**config.mk**
```make
export PLATFORM = sky130hd
export DESIGN_NAME = bridge_config_header_regs
export DESIGN_NICKNAME = d
export VERILOG_FILES = /design/src/verilog/bridge_cfg_pkg.sv /design/src/verilog/window_if.sv /design/src/verilog/bridge_config_header_regs.sv /design/src/verilog/window_decoder.sv
export SDC_FILE = /design/constraint.sdc
export NUM_CORES = 1
export LEC_CHECK = 0
export ABC_AREA = 1
export ABC_CLOCK_PERIOD_IN_PS = 1800
export BUFFER_PORTS_ARGS = -buffer_cell sky130_fd_sc_hd__buf_2
export CAP_MARGIN = 30
export CORE_AREA = 2 2 112 114
export CTS_BUF_LIST = sky130_fd_sc_hd__clkbuf_8 sky130_fd_sc_hd__clkbuf_16
export DETAILED_ROUTE_END_ITERATION = 7
export DIE_AREA = 0 0 114 116
export PLACE_DENSITY = 0.8
export SYNTH_ARGS = -nofsm -noshare
export SYNTH_HDL_FRONTEND = slang
export SYNTH_SLANG_ARGS = --single-unit
```
**constraint.sdc**
```tcl
create_clock -name i_clk -period 1.8 [get_ports i_clk]
set_clock_uncertainty 0.2 [all_clocks]
set_input_delay 0.18 -clock i_clk [delete_from_list [all_inputs] [get_ports i_clk]]
set_output_delay 0.18 -clock i_clk [all_outputs]
set_load 0.02 [all_outputs]
```
**src/verilog/bridge_cfg_pkg.sv**
```systemverilog
package bridge_cfg_pkg;

    // ------------------------------------------------------------
    // Register offsets (byte addresses of configuration dwords)
    // ------------------------------------------------------------
    localparam logic [7:0] OFS_CLASS_REV = 8'h08;
    localparam logic [7:0] OFS_LINE_HDR = 8'h0C;
    localparam logic [7:0] OFS_WINDOW_BAR = 8'h10;

    // ------------------------------------------------------------
    // Fixed field values
    // ------------------------------------------------------------
    localparam logic [7:0] PROG_IF_VAL = 8'h00;
    localparam logic [7:0] SUB_CLASS_VAL = 8'h80;
    localparam logic [7:0] BASE_CLASS_VAL = 8'h06;
    localparam logic [7:0] HEADER_VAL = 8'h00;
    localparam logic [7:0] RSVD_BYTE_VAL = 8'h00;
    localparam logic [3:0] BAR_TYPE_VAL = 4'h0;

    // ------------------------------------------------------------
    // Field positions and widths
    // ------------------------------------------------------------
    localparam int LINE_LSB = 2;
    localparam int LINE_W = 4;
    localparam int LAT_LSB = 8;
    localparam int LAT_W = 8;
    localparam int BASE_LSB = 12;
    localparam int BASE_W = 20;

    // ------------------------------------------------------------
    // Values after reset
    // ------------------------------------------------------------
    localparam logic [LINE_W-1:0] LINE_RST = 4'h0;
    localparam logic [LAT_W-1:0] LAT_RST_PCI = 8'h00;
    localparam logic [LAT_W-1:0] LAT_RST_PCIX = 8'h40;
    localparam logic [LAT_W-1:0] LAT_FORWARD = 8'h00;
    localparam logic [BASE_W-1:0] BASE_RST = 20'h00000;

    // ------------------------------------------------------------
    // State of the configuration bank
    // ------------------------------------------------------------
    typedef struct packed {
        logic [LINE_W-1:0] line;
        logic [LAT_W-1:0] lat;
        logic [BASE_W-1:0] base;
        logic [31:0] rdata;
        logic rvalid;
    } cfg_state_t;

    // State of the window decoder
    typedef struct packed {
        logic csr_hit;
        logic fwd_hit;
        logic [31:0] fwd_addr;
    } dec_state_t;

endpackage

```
**src/verilog/window_if.sv**
```systemverilog
// Carries the programmed window and one probe address to the decoder
interface window_if;
    logic [19:0] base;      // Window base, address bits 31:12
    logic [19:0] mask;      // Writable base bits, sets the window size
    logic [19:0] xlat_base; // Translated base, address bits 31:12
    logic probe_valid;      // Address presented for decode
    logic [31:0] probe_addr;
    logic csr_hit;          // Address lands in the own CSR page
    logic fwd_hit;          // Address lands in the forwarded range
    logic [31:0] fwd_addr;  // Translated downstream address

    modport cfg (
        output base, mask, xlat_base, probe_valid, probe_addr,
        input csr_hit, fwd_hit, fwd_addr
    );
    modport dec (
        input base, mask, xlat_base, probe_valid, probe_addr,
        output csr_hit, fwd_hit, fwd_addr
    );
endinterface
```
**src/verilog/bridge_config_header_regs.sv**
```systemverilog
// Overview of operation
// - Class code bytes read fixed bridge values
// - Line size bits 1:0 read zero
// - Line size bits 5:2 writable, reset zero
// - Line size bits 7:6 read zero
// - Forward bridge: latency timer reads zero
// - Reverse bridge: latency writable, mode reset value
// - Header type bits 22:16 read zero
// - Header bit 23 zero: single function
// - Window register: memory space, 32-bit type
// - Window register reads non-prefetchable
// - Window size comes from setup input
// - Window 4KB to 2GB, base resets zero
// - Bottom 4KB reaches own registers
// - Rest of window forwards downstream
// - Forwarding uses translated base input
// - Base bit writable only if setup bit
module bridge_config_header_regs #(
    // Silicon revision; the value is arbitrary
    parameter logic [7:0] REVISION = 8'h5A
) (
    // Clock and reset
    input wire logic i_clk,
    input wire logic i_sys_rst,
    // Configuration access
    input wire logic i_cfg_wr,
    input wire logic i_cfg_rd,
    input wire logic [7:0] i_cfg_addr,
    input wire logic [3:0] i_cfg_be,
    input wire logic [31:0] i_cfg_wdata,
    output logic [31:0] o_cfg_rdata,
    output logic o_cfg_rvalid,
    // Bridge mode
    input wire logic i_reverse,
    input wire logic i_pcix_mode,
    // Window setup and translation
    input wire logic [31:0] i_mem0_setup,
    input wire logic [31:0] i_xlat_base,
    // Programmed values toward the bridge
    output logic [3:0] o_line_size,
    output logic [7:0] o_latency_timer,
    output logic [31:0] o_window_base,
    output logic [31:0] o_window_mask,
    // Address decode
    input wire logic i_probe_valid,
    input wire logic [31:0] i_probe_addr,
    output logic o_csr_hit,
    output logic o_fwd_hit,
    output logic [31:0] o_fwd_addr
);

    // ------------------------------------------------------------
    // Declarations
    // ------------------------------------------------------------
    bridge_cfg_pkg::cfg_state_t cur;  // Registered bank state
    bridge_cfg_pkg::cfg_state_t next_cur;
    logic [31:0] lane_mask;     // Byte enables spread to bits
    logic [19:0] size_mask;     // Base bits that software may change
    logic [7:0] lat_reset;      // Latency value taken at reset
    logic [31:0] read_word;     // Word selected by the read offset
    logic [31:0] bar_word;      // Window register as read back
    logic [31:0] line_word;     // Line size, latency, header dword
    logic [31:0] class_word;    // Revision and class code dword
    logic wr_line;              // Write to the line size dword
    logic wr_bar;               // Write to the window register
    logic [19:0] base_wr;       // Base bits hit by this write

    // Bundle toward the decoder; it sees only the decoder view
    window_if win ();

    // ------------------------------------------------------------
    // Write decode
    // ------------------------------------------------------------

    // One mask bit per data bit, so each byte lane stands alone
    genvar lane;
    generate
        for (lane = 0; lane < 4; lane++) begin : g_lane
            assign lane_mask[lane*8 +: 8] = {8{i_cfg_be[lane]}};
        end
    endgenerate

    // A setup mask with holes splits the window; setup must avoid it
    // Only setup bits set to one open a base bit for writing
    assign size_mask = i_mem0_setup[31:12];
    assign wr_line = i_cfg_wr && (i_cfg_addr == bridge_cfg_pkg::OFS_LINE_HDR);
    assign wr_bar = i_cfg_wr && (i_cfg_addr == bridge_cfg_pkg::OFS_WINDOW_BAR);
    assign base_wr = lane_mask[31:12] & size_mask;

    // Reset value of the latency timer depends on direction and bus mode.
    // Sampling mode inputs here is safe: the reset is synchronous.
    always_comb begin
        if (i_reverse && i_pcix_mode) begin
            lat_reset = bridge_cfg_pkg::LAT_RST_PCIX;
        end else begin
            lat_reset = bridge_cfg_pkg::LAT_RST_PCI;
        end
    end

    // ------------------------------------------------------------
    // Read words
    // ------------------------------------------------------------

    // Revision and class code never change
    assign class_word = {bridge_cfg_pkg::BASE_CLASS_VAL,
        bridge_cfg_pkg::SUB_CLASS_VAL,
        bridge_cfg_pkg::PROG_IF_VAL,
        REVISION};

    // Unused line size bits and the whole header byte read zero
    assign line_word = {bridge_cfg_pkg::RSVD_BYTE_VAL,
        bridge_cfg_pkg::HEADER_VAL,
        cur.lat,
        2'b00, cur.line, 2'b00};

    // Base bits outside the window size always read zero, which is
    // what lets software size the window by writing all ones
    assign bar_word = {cur.base & size_mask,
        8'h00,
        bridge_cfg_pkg::BAR_TYPE_VAL};

    // Offset select; anything not in this bank reads zero
    always_comb begin
        case (i_cfg_addr)
            bridge_cfg_pkg::OFS_CLASS_REV: read_word = class_word;
            bridge_cfg_pkg::OFS_LINE_HDR: read_word = line_word;
            bridge_cfg_pkg::OFS_WINDOW_BAR: read_word = bar_word;
            default: read_word = 32'h00000000;
        endcase
    end

    // ------------------------------------------------------------
    // Next state
    // ------------------------------------------------------------
    always_comb begin
        next_cur = cur;
        next_cur.rvalid = i_cfg_rd;
        // A read and a write in one cycle return the value before the write
        // Read data is captured once, held until the next read
        if (i_cfg_rd) begin
            next_cur.rdata = read_word;
        end
        // Line size bits 5:2; bits 1:0 and 7:6 are not stored
        if (wr_line && i_cfg_be[0]) begin
            next_cur.line =
                i_cfg_wdata[bridge_cfg_pkg::LINE_LSB +: bridge_cfg_pkg::LINE_W];
        end
        // Latency timer only accepts writes on a reverse bridge
        if (!i_reverse) begin
            next_cur.lat = bridge_cfg_pkg::LAT_FORWARD;
        end else if (wr_line && i_cfg_be[1]) begin
            next_cur.lat =
                i_cfg_wdata[bridge_cfg_pkg::LAT_LSB +: bridge_cfg_pkg::LAT_W];
        end
        // Base bits change only where lane and size both allow
        if (wr_bar) begin
            next_cur.base = (cur.base & ~base_wr)
                | (i_cfg_wdata[bridge_cfg_pkg::BASE_LSB +: bridge_cfg_pkg::BASE_W] & base_wr);
        end
    end

    // ------------------------------------------------------------
    // State register
    // ------------------------------------------------------------
    // Only the timer's reset value depends on pins; all else is fixed
    always_ff @(posedge i_clk) begin
        if (i_sys_rst) begin
            cur.line <= bridge_cfg_pkg::LINE_RST;
            cur.lat <= lat_reset;
            cur.base <= bridge_cfg_pkg::BASE_RST;
            cur.rdata <= 32'h00000000;
            cur.rvalid <= 1'b0;
        end else begin
            cur <= next_cur;
        end
    end

    // ------------------------------------------------------------
    // Window decoder
    // ------------------------------------------------------------

    // Window spans from one 4KB page up to bit 31 alone (2GB)
    assign win.base = cur.base & size_mask;
    assign win.mask = size_mask;
    assign win.xlat_base = i_xlat_base[31:12];
    assign win.probe_valid = i_probe_valid;
    assign win.probe_addr = i_probe_addr;

    window_decoder u_decoder (
        .i_clk(i_clk),
        .i_sys_rst(i_sys_rst),
        .win(win)
    );

    // ------------------------------------------------------------
    // Outputs
    // ------------------------------------------------------------
    assign o_cfg_rdata = cur.rdata;
    assign o_cfg_rvalid = cur.rvalid;
    // Several set bits is a software fault; value is passed as is
    assign o_line_size = cur.line;
    assign o_latency_timer = cur.lat;
    assign o_window_base = bar_word;
    assign o_window_mask = {size_mask, 12'h000};
    // Decode results are registered inside the decoder
    assign o_csr_hit = win.csr_hit;
    assign o_fwd_hit = win.fwd_hit;
    assign o_fwd_addr = win.fwd_addr;
endmodule

```
**src/verilog/window_decoder.sv**
```systemverilog
module window_decoder (
    // Clock and reset
    input wire logic i_clk,
    input wire logic i_sys_rst,
    // Window and probe
    window_if.dec win
);

    // ------------------------------------------------------------
    // Decode state
    // ------------------------------------------------------------
    bridge_cfg_pkg::dec_state_t cur;  // Registered decode result
    bridge_cfg_pkg::dec_state_t next_cur;
    logic enabled;            // A window of at least one page exists
    logic [19:0] page;        // Probe address bits 31:12
    logic in_window;          // Sized bits match the base
    logic [19:0] offset_page; // Page index inside the window

    assign page = win.probe_addr[31:12];
    assign enabled = |win.mask;
    assign in_window = ((page ^ win.base) & win.mask) == 20'h00000;
    assign offset_page = page & ~win.mask;

    // Result of one probe, held until the next probe
    always_comb begin
        next_cur = cur;
        if (win.probe_valid) begin
            // Bottom page of the window reaches the own registers
            next_cur.csr_hit = enabled && in_window
                && (offset_page == 20'h00000);
            // Everything above the first page is forwarded
            next_cur.fwd_hit = enabled && in_window
                && (offset_page != 20'h00000);
            // Direct translation: sized bits swapped for the translated base
            next_cur.fwd_addr = {(win.xlat_base & win.mask) | offset_page,
                win.probe_addr[11:0]};
        end
    end

    // State register
    always_ff @(posedge i_clk) begin
        if (i_sys_rst) begin
            cur <= '0;
        end else begin
            cur <= next_cur;
        end
    end

    assign win.csr_hit = cur.csr_hit;
    assign win.fwd_hit = cur.fwd_hit;
    assign win.fwd_addr = cur.fwd_addr;
endmodule

```
==> results of run 1 <==
-- worst max-delay path, delay by kind of cell --
family                 cells  cell delay, ns
AND/OR/NAND/NOR            5            0.55
AO/OA/AOI/OAI              1            0.13
buffers and inverters      4            0.91
-- final timing paths --
check | start | end | slack [ns] | cells after the start
worst max-delay path | i_cfg_addr[7] | flop | 0.10 | 10
worst min-delay path | i_cfg_be[3] | flop | 0.006 | 3
worst max register to register | flop | u_decoder.win.csr_hit | 0.34 | 9
worst min register to register | o_line_size[1] | o_line_size[1] | 0.26 | 2
-- cell families (layout without fill, tap and decap cells) --
| logic type | count (synthesis) | count (layout) |
|---|---|---|
| AOI/OAI and AO/OA | 137 | 137 |
| buffers and inverters | 235 | 456 |
| DFF | 96 | 96 |
| other | 1 | 28 |
| and+or+nand+nor | 311 | 311 |
-- power by group through the flow --
stage          logic (W)  clock network [W]  registers (W)
2_1_floorplan   0.000517                  0        0.00239
3_3_place_gp    0.000824                  0        0.00233
3_5_place_dp    0.000833                  0        0.00233
4_1_cts         0.000956            0.00179        0.00228
5_1_grt          0.00106            0.00185        0.00229
6_report        0.000971            0.00175        0.00228
-- synthesized netlist by cell type (all sizes together) --
library cell | number | area (sq um)
inv | 120 | 450.4
clkbuf | 20 | 75.07
edfxtp | 8 | 240.2
nand2 | 169 | 641.9
conb | 1 | 3.750
nand3 | 73 | 385.4
nor3 | 4 | 41.29
nor2 | 64 | 247.7
o21ai | 61 | 309.0
a21oi | 56 | 280.3
buf | 95 | 716.9
o211ai | 20 | 150.1
nor4b | 1 | 15.01
dfxtp | 88 | 1762
-- layer usage --
| metal | wire, um | part of all wire [%] | global-route usage, % |
|---|---|---|---|
| met2 | 8308 | 48 | 42.74 |
| met4 | 437 | 2.5 | 11.30 |
| met5 | 0 | 0 | 0 |
| met1 | 7324 | 43 | 32.06 |
| met3 | 1129 | 6.6 | 4.812 |
-- cell type report --
type / count / area share (%)
Antenna cell: 2 / 0.07067
Clock buffer: 9 / 3.180
Clock inverter: 7 / 0.5300
Inverter: 120 / 6.360
Multi-Input combinational cell: 474 / 30.62
Sequential cell: 96 / 28.27
Tap cell: 147 / 2.597
Timing Repair Buffer: 320 / 28.37
-- placed cells by master, fill, tap and decap left out, types with 2 or more instances in the layout --
master,n
nand2_1,166
nand3_2,4
edfxtp_1,8
nand2_2,3
inv_1,119
dlygate4sd3_1,72
nor3_2,2
o21ai_1,18
o21ai_0,42
nor2_1,63
buf_4,12
buf_2,234
dfxtp_1,88
conb_1,26
nand3_1,69
clkinv_1,3
a21oi_1,56
diode_2,2
inv_2,2
o211ai_1,20
clkbuf_16,9
-- metrics by stage --
step | area (sq um) | utilization, %
after floorplan | 5413 | -
after global placement | 6076 | 51.01
after detailed placement | 6076 | 51.01
after CTS | 7059 | 59.26
after global routing | 7079 | 59.43
final | 7082 | 59.45
-- what timing repair did --
item,in CTS,in global routing
endpoints found under the setup margin,0,2
endpoints found under the hold margin,55,0
hold buffers,72,0
resized for setup,0,1
setup buffers,0,2
==> results.md, run 1 <==
- Critical Path, Cell by Cell: buf_2, inv_1, nand2_1, nor3_2, nand2_2, nor2_4, buf_12, nand3_1, dlygate4sd3_1, a21oi_1
- DRC viols: 0
- Mux contribution to synthesized area: 0%
- Compound-Gate Fraction of Synth Area: 13.90%
- Outcome: complete, no violations
- Setup CP Type: in -> reg
- Post-Syn Area: 5319 sq um
- Initial Util: between 40 and 50%
- Clock Sinks: 96
- Final setup fails: 0
- Clock buffer depth: 2
- Kind of start point of the critical path: input port
- Seq pwr share: 45.6%
- Internal power: 0.003542 W
- Root Driver: clkbuf_16
- Final ANT Viol Nets: 0
- Switching fraction of total power: 29.16%
- Finished Layout Cells: 1175
- YS warnings: 0
- Measured slew at the worst slew-check pin: 0.5059 ns
- Max Slew Vio Count: 0
- CTS Buf Count: 9
- CP Capture Type: flop
- Peak Freq: a little under 600 MHz
- Synthesis-to-finish area growth: 33.15%
- Sequential share of the synthesized area: 37.64%
- CP peak stage delay: 0.57 ns
- FF/Latch Area: 2002 sq um
- Post-DP HPWL: approximately 12000 um
- Total Power: around 0.0050 W
- Final period util: 94.25%
- WL/cell: 14.64 um
- Final hold vios: 0
- Filler cell count in the final layout: 1098
- Critical Path Fanout Max: 20
- RSZ-0062 raised after global routing: no
- Comb power frac: 19.4%
- NetSw: 0.001458 W
- Via count: 5684
- Die Area: 13220 sq um
- Die Height: 116 um
- Tmin final: 1.696 ns
- Mapped Avg Cell Area: 6.819 sq um
- Clk pwr share: 34.9%
- P_leak: 3.794 nW
- Pin count of the biggest net entering global routing: 40
- Final net count: 1168
- Max cap viols: 0
- Clk_lat worst skew: 0.35 ns
- Place WS: 0.1299 ns
- Port Buf Inserts: between 200 and 250
- DRT Wirelength: about 17000 um
- Antenna violations before repair: 1
- Top-level port count: a little under 300
- Number of global-route vias before repair: 5231
- Hold slack final: 0.006468 ns
- Via density: 4.837
- Initial DRT Pass Iterations: 6
- H-Tree Depth: 3
- Synth Register Bits: 96
- Inst Count DP: 1083
- CTS tree: built
- Drt initial violations: 400
- Pwr dens: 706.1 nW/um^2
- Largest family of logic cells by synthesized area: simple AND/OR/NAND/NOR gates
- XOR/XNOR Fraction of Synth Area: 0%
- Critical path arrival: 1.78 ns
- Worst setup margin: 0.1035 ns
- Multi-input logic area: 2168 sq um
- DIE WIDTH: 114 um
- Post-synthesis adder-cell area fraction: 0%
- Setup tns final: 0 ns
- First-pass GRT wire length: 26150 um
- Clock slew seen by the registers of the worst setup and hold paths: 0.07 ns
- Slew margin rel.: between 60% and 70%
- Layout cells sized above 1: 26.80%
- Core ar.: approximately 12000 sq um
- Post-Synth Simple-Gate Area: ~25%
- Worst EP required: approximately 1.9 ns
- Syn Inst Count: 780
- Gpl congestion: 0.9149
- Gr ovfl total: 0
- Max IR drop VDD: 0.0005709 V
- GR Util All Layers: 25.48%
- CP max stage cell: dlygate4sd3_1
- HP Class: in -> reg
- Cell variety after synth: 24
- Core Rows: 40
Note: power is estimated with default switching activity, not from simulation.
==> inputs of run 2 (changes only) <==
CORE_AREA = unset   (was 2 2 112 114)
CORE_UTILIZATION = 40   (was unset)
DIE_AREA = unset   (was 0 0 114 116)
PLACE_DENSITY = unset   (was 0.8)
PLACE_DENSITY_LB_ADDON = 0.08   (was unset)
==> run 2 against run 1 <==
Clock power grew 9%. Utilization is 3.3 points lower. First-iteration DRC count fell by 21%. Sequential cell count stayed put. Sequential power barely moved. Setup slack got worse by 0.0067 ns. Wire length fell by 6.1%. Final area increased by 1.4%. Register-to-register slack got worse by 0.04 ns.
==> results.md, run 2 (synthesis gave the netlist of run 1 again) <==
- Final net count: 1172 (was 1168)
- RR Endpoint: u_decoder.win.csr_hit (unchanged)
- Post-DP HPWL: 12010 um (was 12180 um)
- Final hold vios: 0 (unchanged)
- Clk_lat worst skew: 0.34 ns (was 0.35 ns)
- Synthesis-to-finish area growth: 34.96% (was 33.15%)
- Layout cells sized above 1: 27.77% (was 26.80%)
- Port Buf Inserts: 235 (unchanged)
- Most Crowded Layer GR: met2 (unchanged)
- Final period util: 94.62% (was 94.25%)
- Max Slew Vio Count: 0 (unchanged)
- DIE WIDTH: 117.3 um (was 114 um)
- Critical path arrival: 1.73 ns (was 1.78 ns)
- Via density: 4.512 (was 4.837)
- P_leak: 3.863 nW (was 3.794 nW)
- Setup CP Type: in -> reg (unchanged)
- Kind of start point of the critical path: input port (unchanged)
- Gpl congestion: 0.8142 (was 0.9149)
- Final ANT Viol Nets: 0 (unchanged)
- Peak Freq: 587.1 MHz (was 589.5 MHz)
- Pin count of the biggest net entering global routing: 42 (was 40)
- R2R cell count: 9 (unchanged)
- Initial DRT Pass Iterations: 4 (was 6)
- RSZ-0062 raised after global routing: yes (was no)
- Via count: 5428 (was 5684)
- CTS tree: built (unchanged)
- Max cap viols: 0 (unchanged)
- Antenna violations before repair: 1 (unchanged)
- CP Launch Point: i_cfg_addr[6] (was i_cfg_addr[7])
- CP Capture Type: flop (unchanged)
- Die Area: 13760 sq um (was 13220 sq um)
- Total Power: 0.005127 W (was 0.005000 W)
- Commonest non-fill, non-tap cells in the layout: buf_2 (234), nand2_1 (166), inv_1 (118), dfxtp_1 (88), dlygate4sd3_1 (70) (was buf_2 (234), nand2_1 (166), inv_1 (119), dfxtp_1 (88), dlygate4sd3_1 (72))
- GR Util All Layers: 23.50% (was 25.48%)
- Number of global-route vias before repair: 5151 (was 5231)
- Core Rows: 41 (was 40)
- Clock buffer depth: 2 (unchanged)
- Setup tns final: 0 ns (unchanged)
- GRT met2 Usage: 38.31% (was 42.74%)
- Clock Sinks: 96 (unchanged)
- Top-level port count: 290 (unchanged)
- FF-to-FF setup slack: 0.30 ns (was 0.34 ns)
- Hold slack final: 0.005793 ns (was 0.006468 ns)
- Worst EP required: 1.83 ns (was 1.88 ns)
- Placed cell area: 6130 sq um (was 6076 sq um)
- Tmin final: 1.703 ns (was 1.696 ns)
- CTS Buf Count: 9 (unchanged)
- Grt met1 use: 30.67% (was 32.06%)
- Fin area: 7178 sq um (was 7082 sq um)
- Core ar.: 12770 sq um (was 11910 sq um)
- Critical Path Fanout Max: 7 (was 20)
- First-pass GRT wire length: 25610 um (was 26150 um)
- Root Driver: clkbuf_16 (unchanged)
- DRC viols: 0 (unchanged)
- DRT Wirelength: 16150 um (was 17200 um)
- Drt initial violations: 317 (was 400)
- WL/cell: 13.42 um (was 14.64 um)
- Outcome: complete, no violations (unchanged)
- Layout Utilization: 56.20% (was 59.45%)
- Pwr dens: 714.2 nW/um^2 (was 706.1 nW/um^2)
- Max IR drop VDD: 0.0003851 V (was 0.0005709 V)
- Met3 Use GR: 4.086% (was 4.812%)
- HP Class: in -> reg (unchanged)
- H-Tree Depth: 3 (unchanged)
- Initial Util: 41.64% (was 44.65%)
- Gr ovfl total: 0 (unchanged)
- Clock slew seen by the registers of the worst setup and hold paths: 0.06 ns (was 0.07 ns)
- Final setup fails: 0 (unchanged)
- Commonest non-fill, non-tap cell in the layout: buf_2 (unchanged)
- Die Height: 117.3 um (was 116 um)
==> run 2: changes by cell type in the layout (fill, tap and decap cells not counted), moves of 2 or more <==
| cell | change |
|---|---|
| buf_4 | +4 |
| clkinv_2 | +4 |
| clkinv_1 | -3 |
| dlygate4sd3_1 | -2 |
==> run 2: repair_timing <==
action                                  in CTS  in global routing
buffers inserted                             0                  4
hold buffers                                71                  0
gates resized for setup                      0                  5
endpoints found under the hold margin       56                  0
endpoints found under the setup margin       0                  5
==> run 2: worst max-delay path, cell delays in order <==
cell           delay, ns
buf_2               0.09
inv_1               0.07
nand2_1             0.07
nor3_2              0.13
nand2_2             0.11
nor2_4              0.11
buf_6               0.14
nand3_1             0.09
o21ai_1             0.13
a21oi_1             0.06
dlygate4sd3_1       0.56
==> run 2: report_power, final <==
group	internal (W)	switching [W]	leakage [nW]
Combinational	0.000378	0.000571	2.91
Clock	0.00107	0.000834	0.145
Sequential	0.00224	0.0000396	0.806
Total	0.00368	0.00144	3.86
==> run 2: metrics by stage <==
step / std cells / setup slack, ns
floorplan: 805 / 0.2548
global placement: 1111 / 0.1171
detailed placement: 1111 / 0.1099
CTS: 1198 / 0.08488
global route: 1203 / -0.01089
finish: 1203 / 0.09679
==> run 2: layer usage <==
metal / routed length, um / share of wire [%]
met4: 401 / 2.5
met3: 1079 / 6.7
met1: 7148 / 44
met2: 7515 / 47
met5: 0 / 0
==> run 2: final cells by class <==
cell class | instances | area (sq um)
inverters | 120 | 450.4
fillers | 1306 | 5595
clock inverters | 7 | 62.56
multi-input cells | 474 | 2177
clock buffers | 9 | 225.2
repair buffers | 324 | 2043
diodes | 1 | 2.502
well taps | 172 | 215.2
flip-flops and latches | 96 | 2002
==> run 2: worst min path at each step <==
stage	start	to	slack [ns]	depth (start not counted)
floorplan	i_sys_rst	u_decoder.win.csr_hit	0.05	1
global placement	i_probe_addr[4]	u_decoder.win.fwd_addr[4]	0.20	3
detailed placement	i_probe_addr[2]	u_decoder.win.fwd_addr[2]	0.21	3
CTS	i_mem0_setup[15]	flop	0.0007	3
global route	i_mem0_setup[20]	flop	0.02	3
finish	i_xlat_base[30]	u_decoder.win.fwd_addr[30]	0.006	5
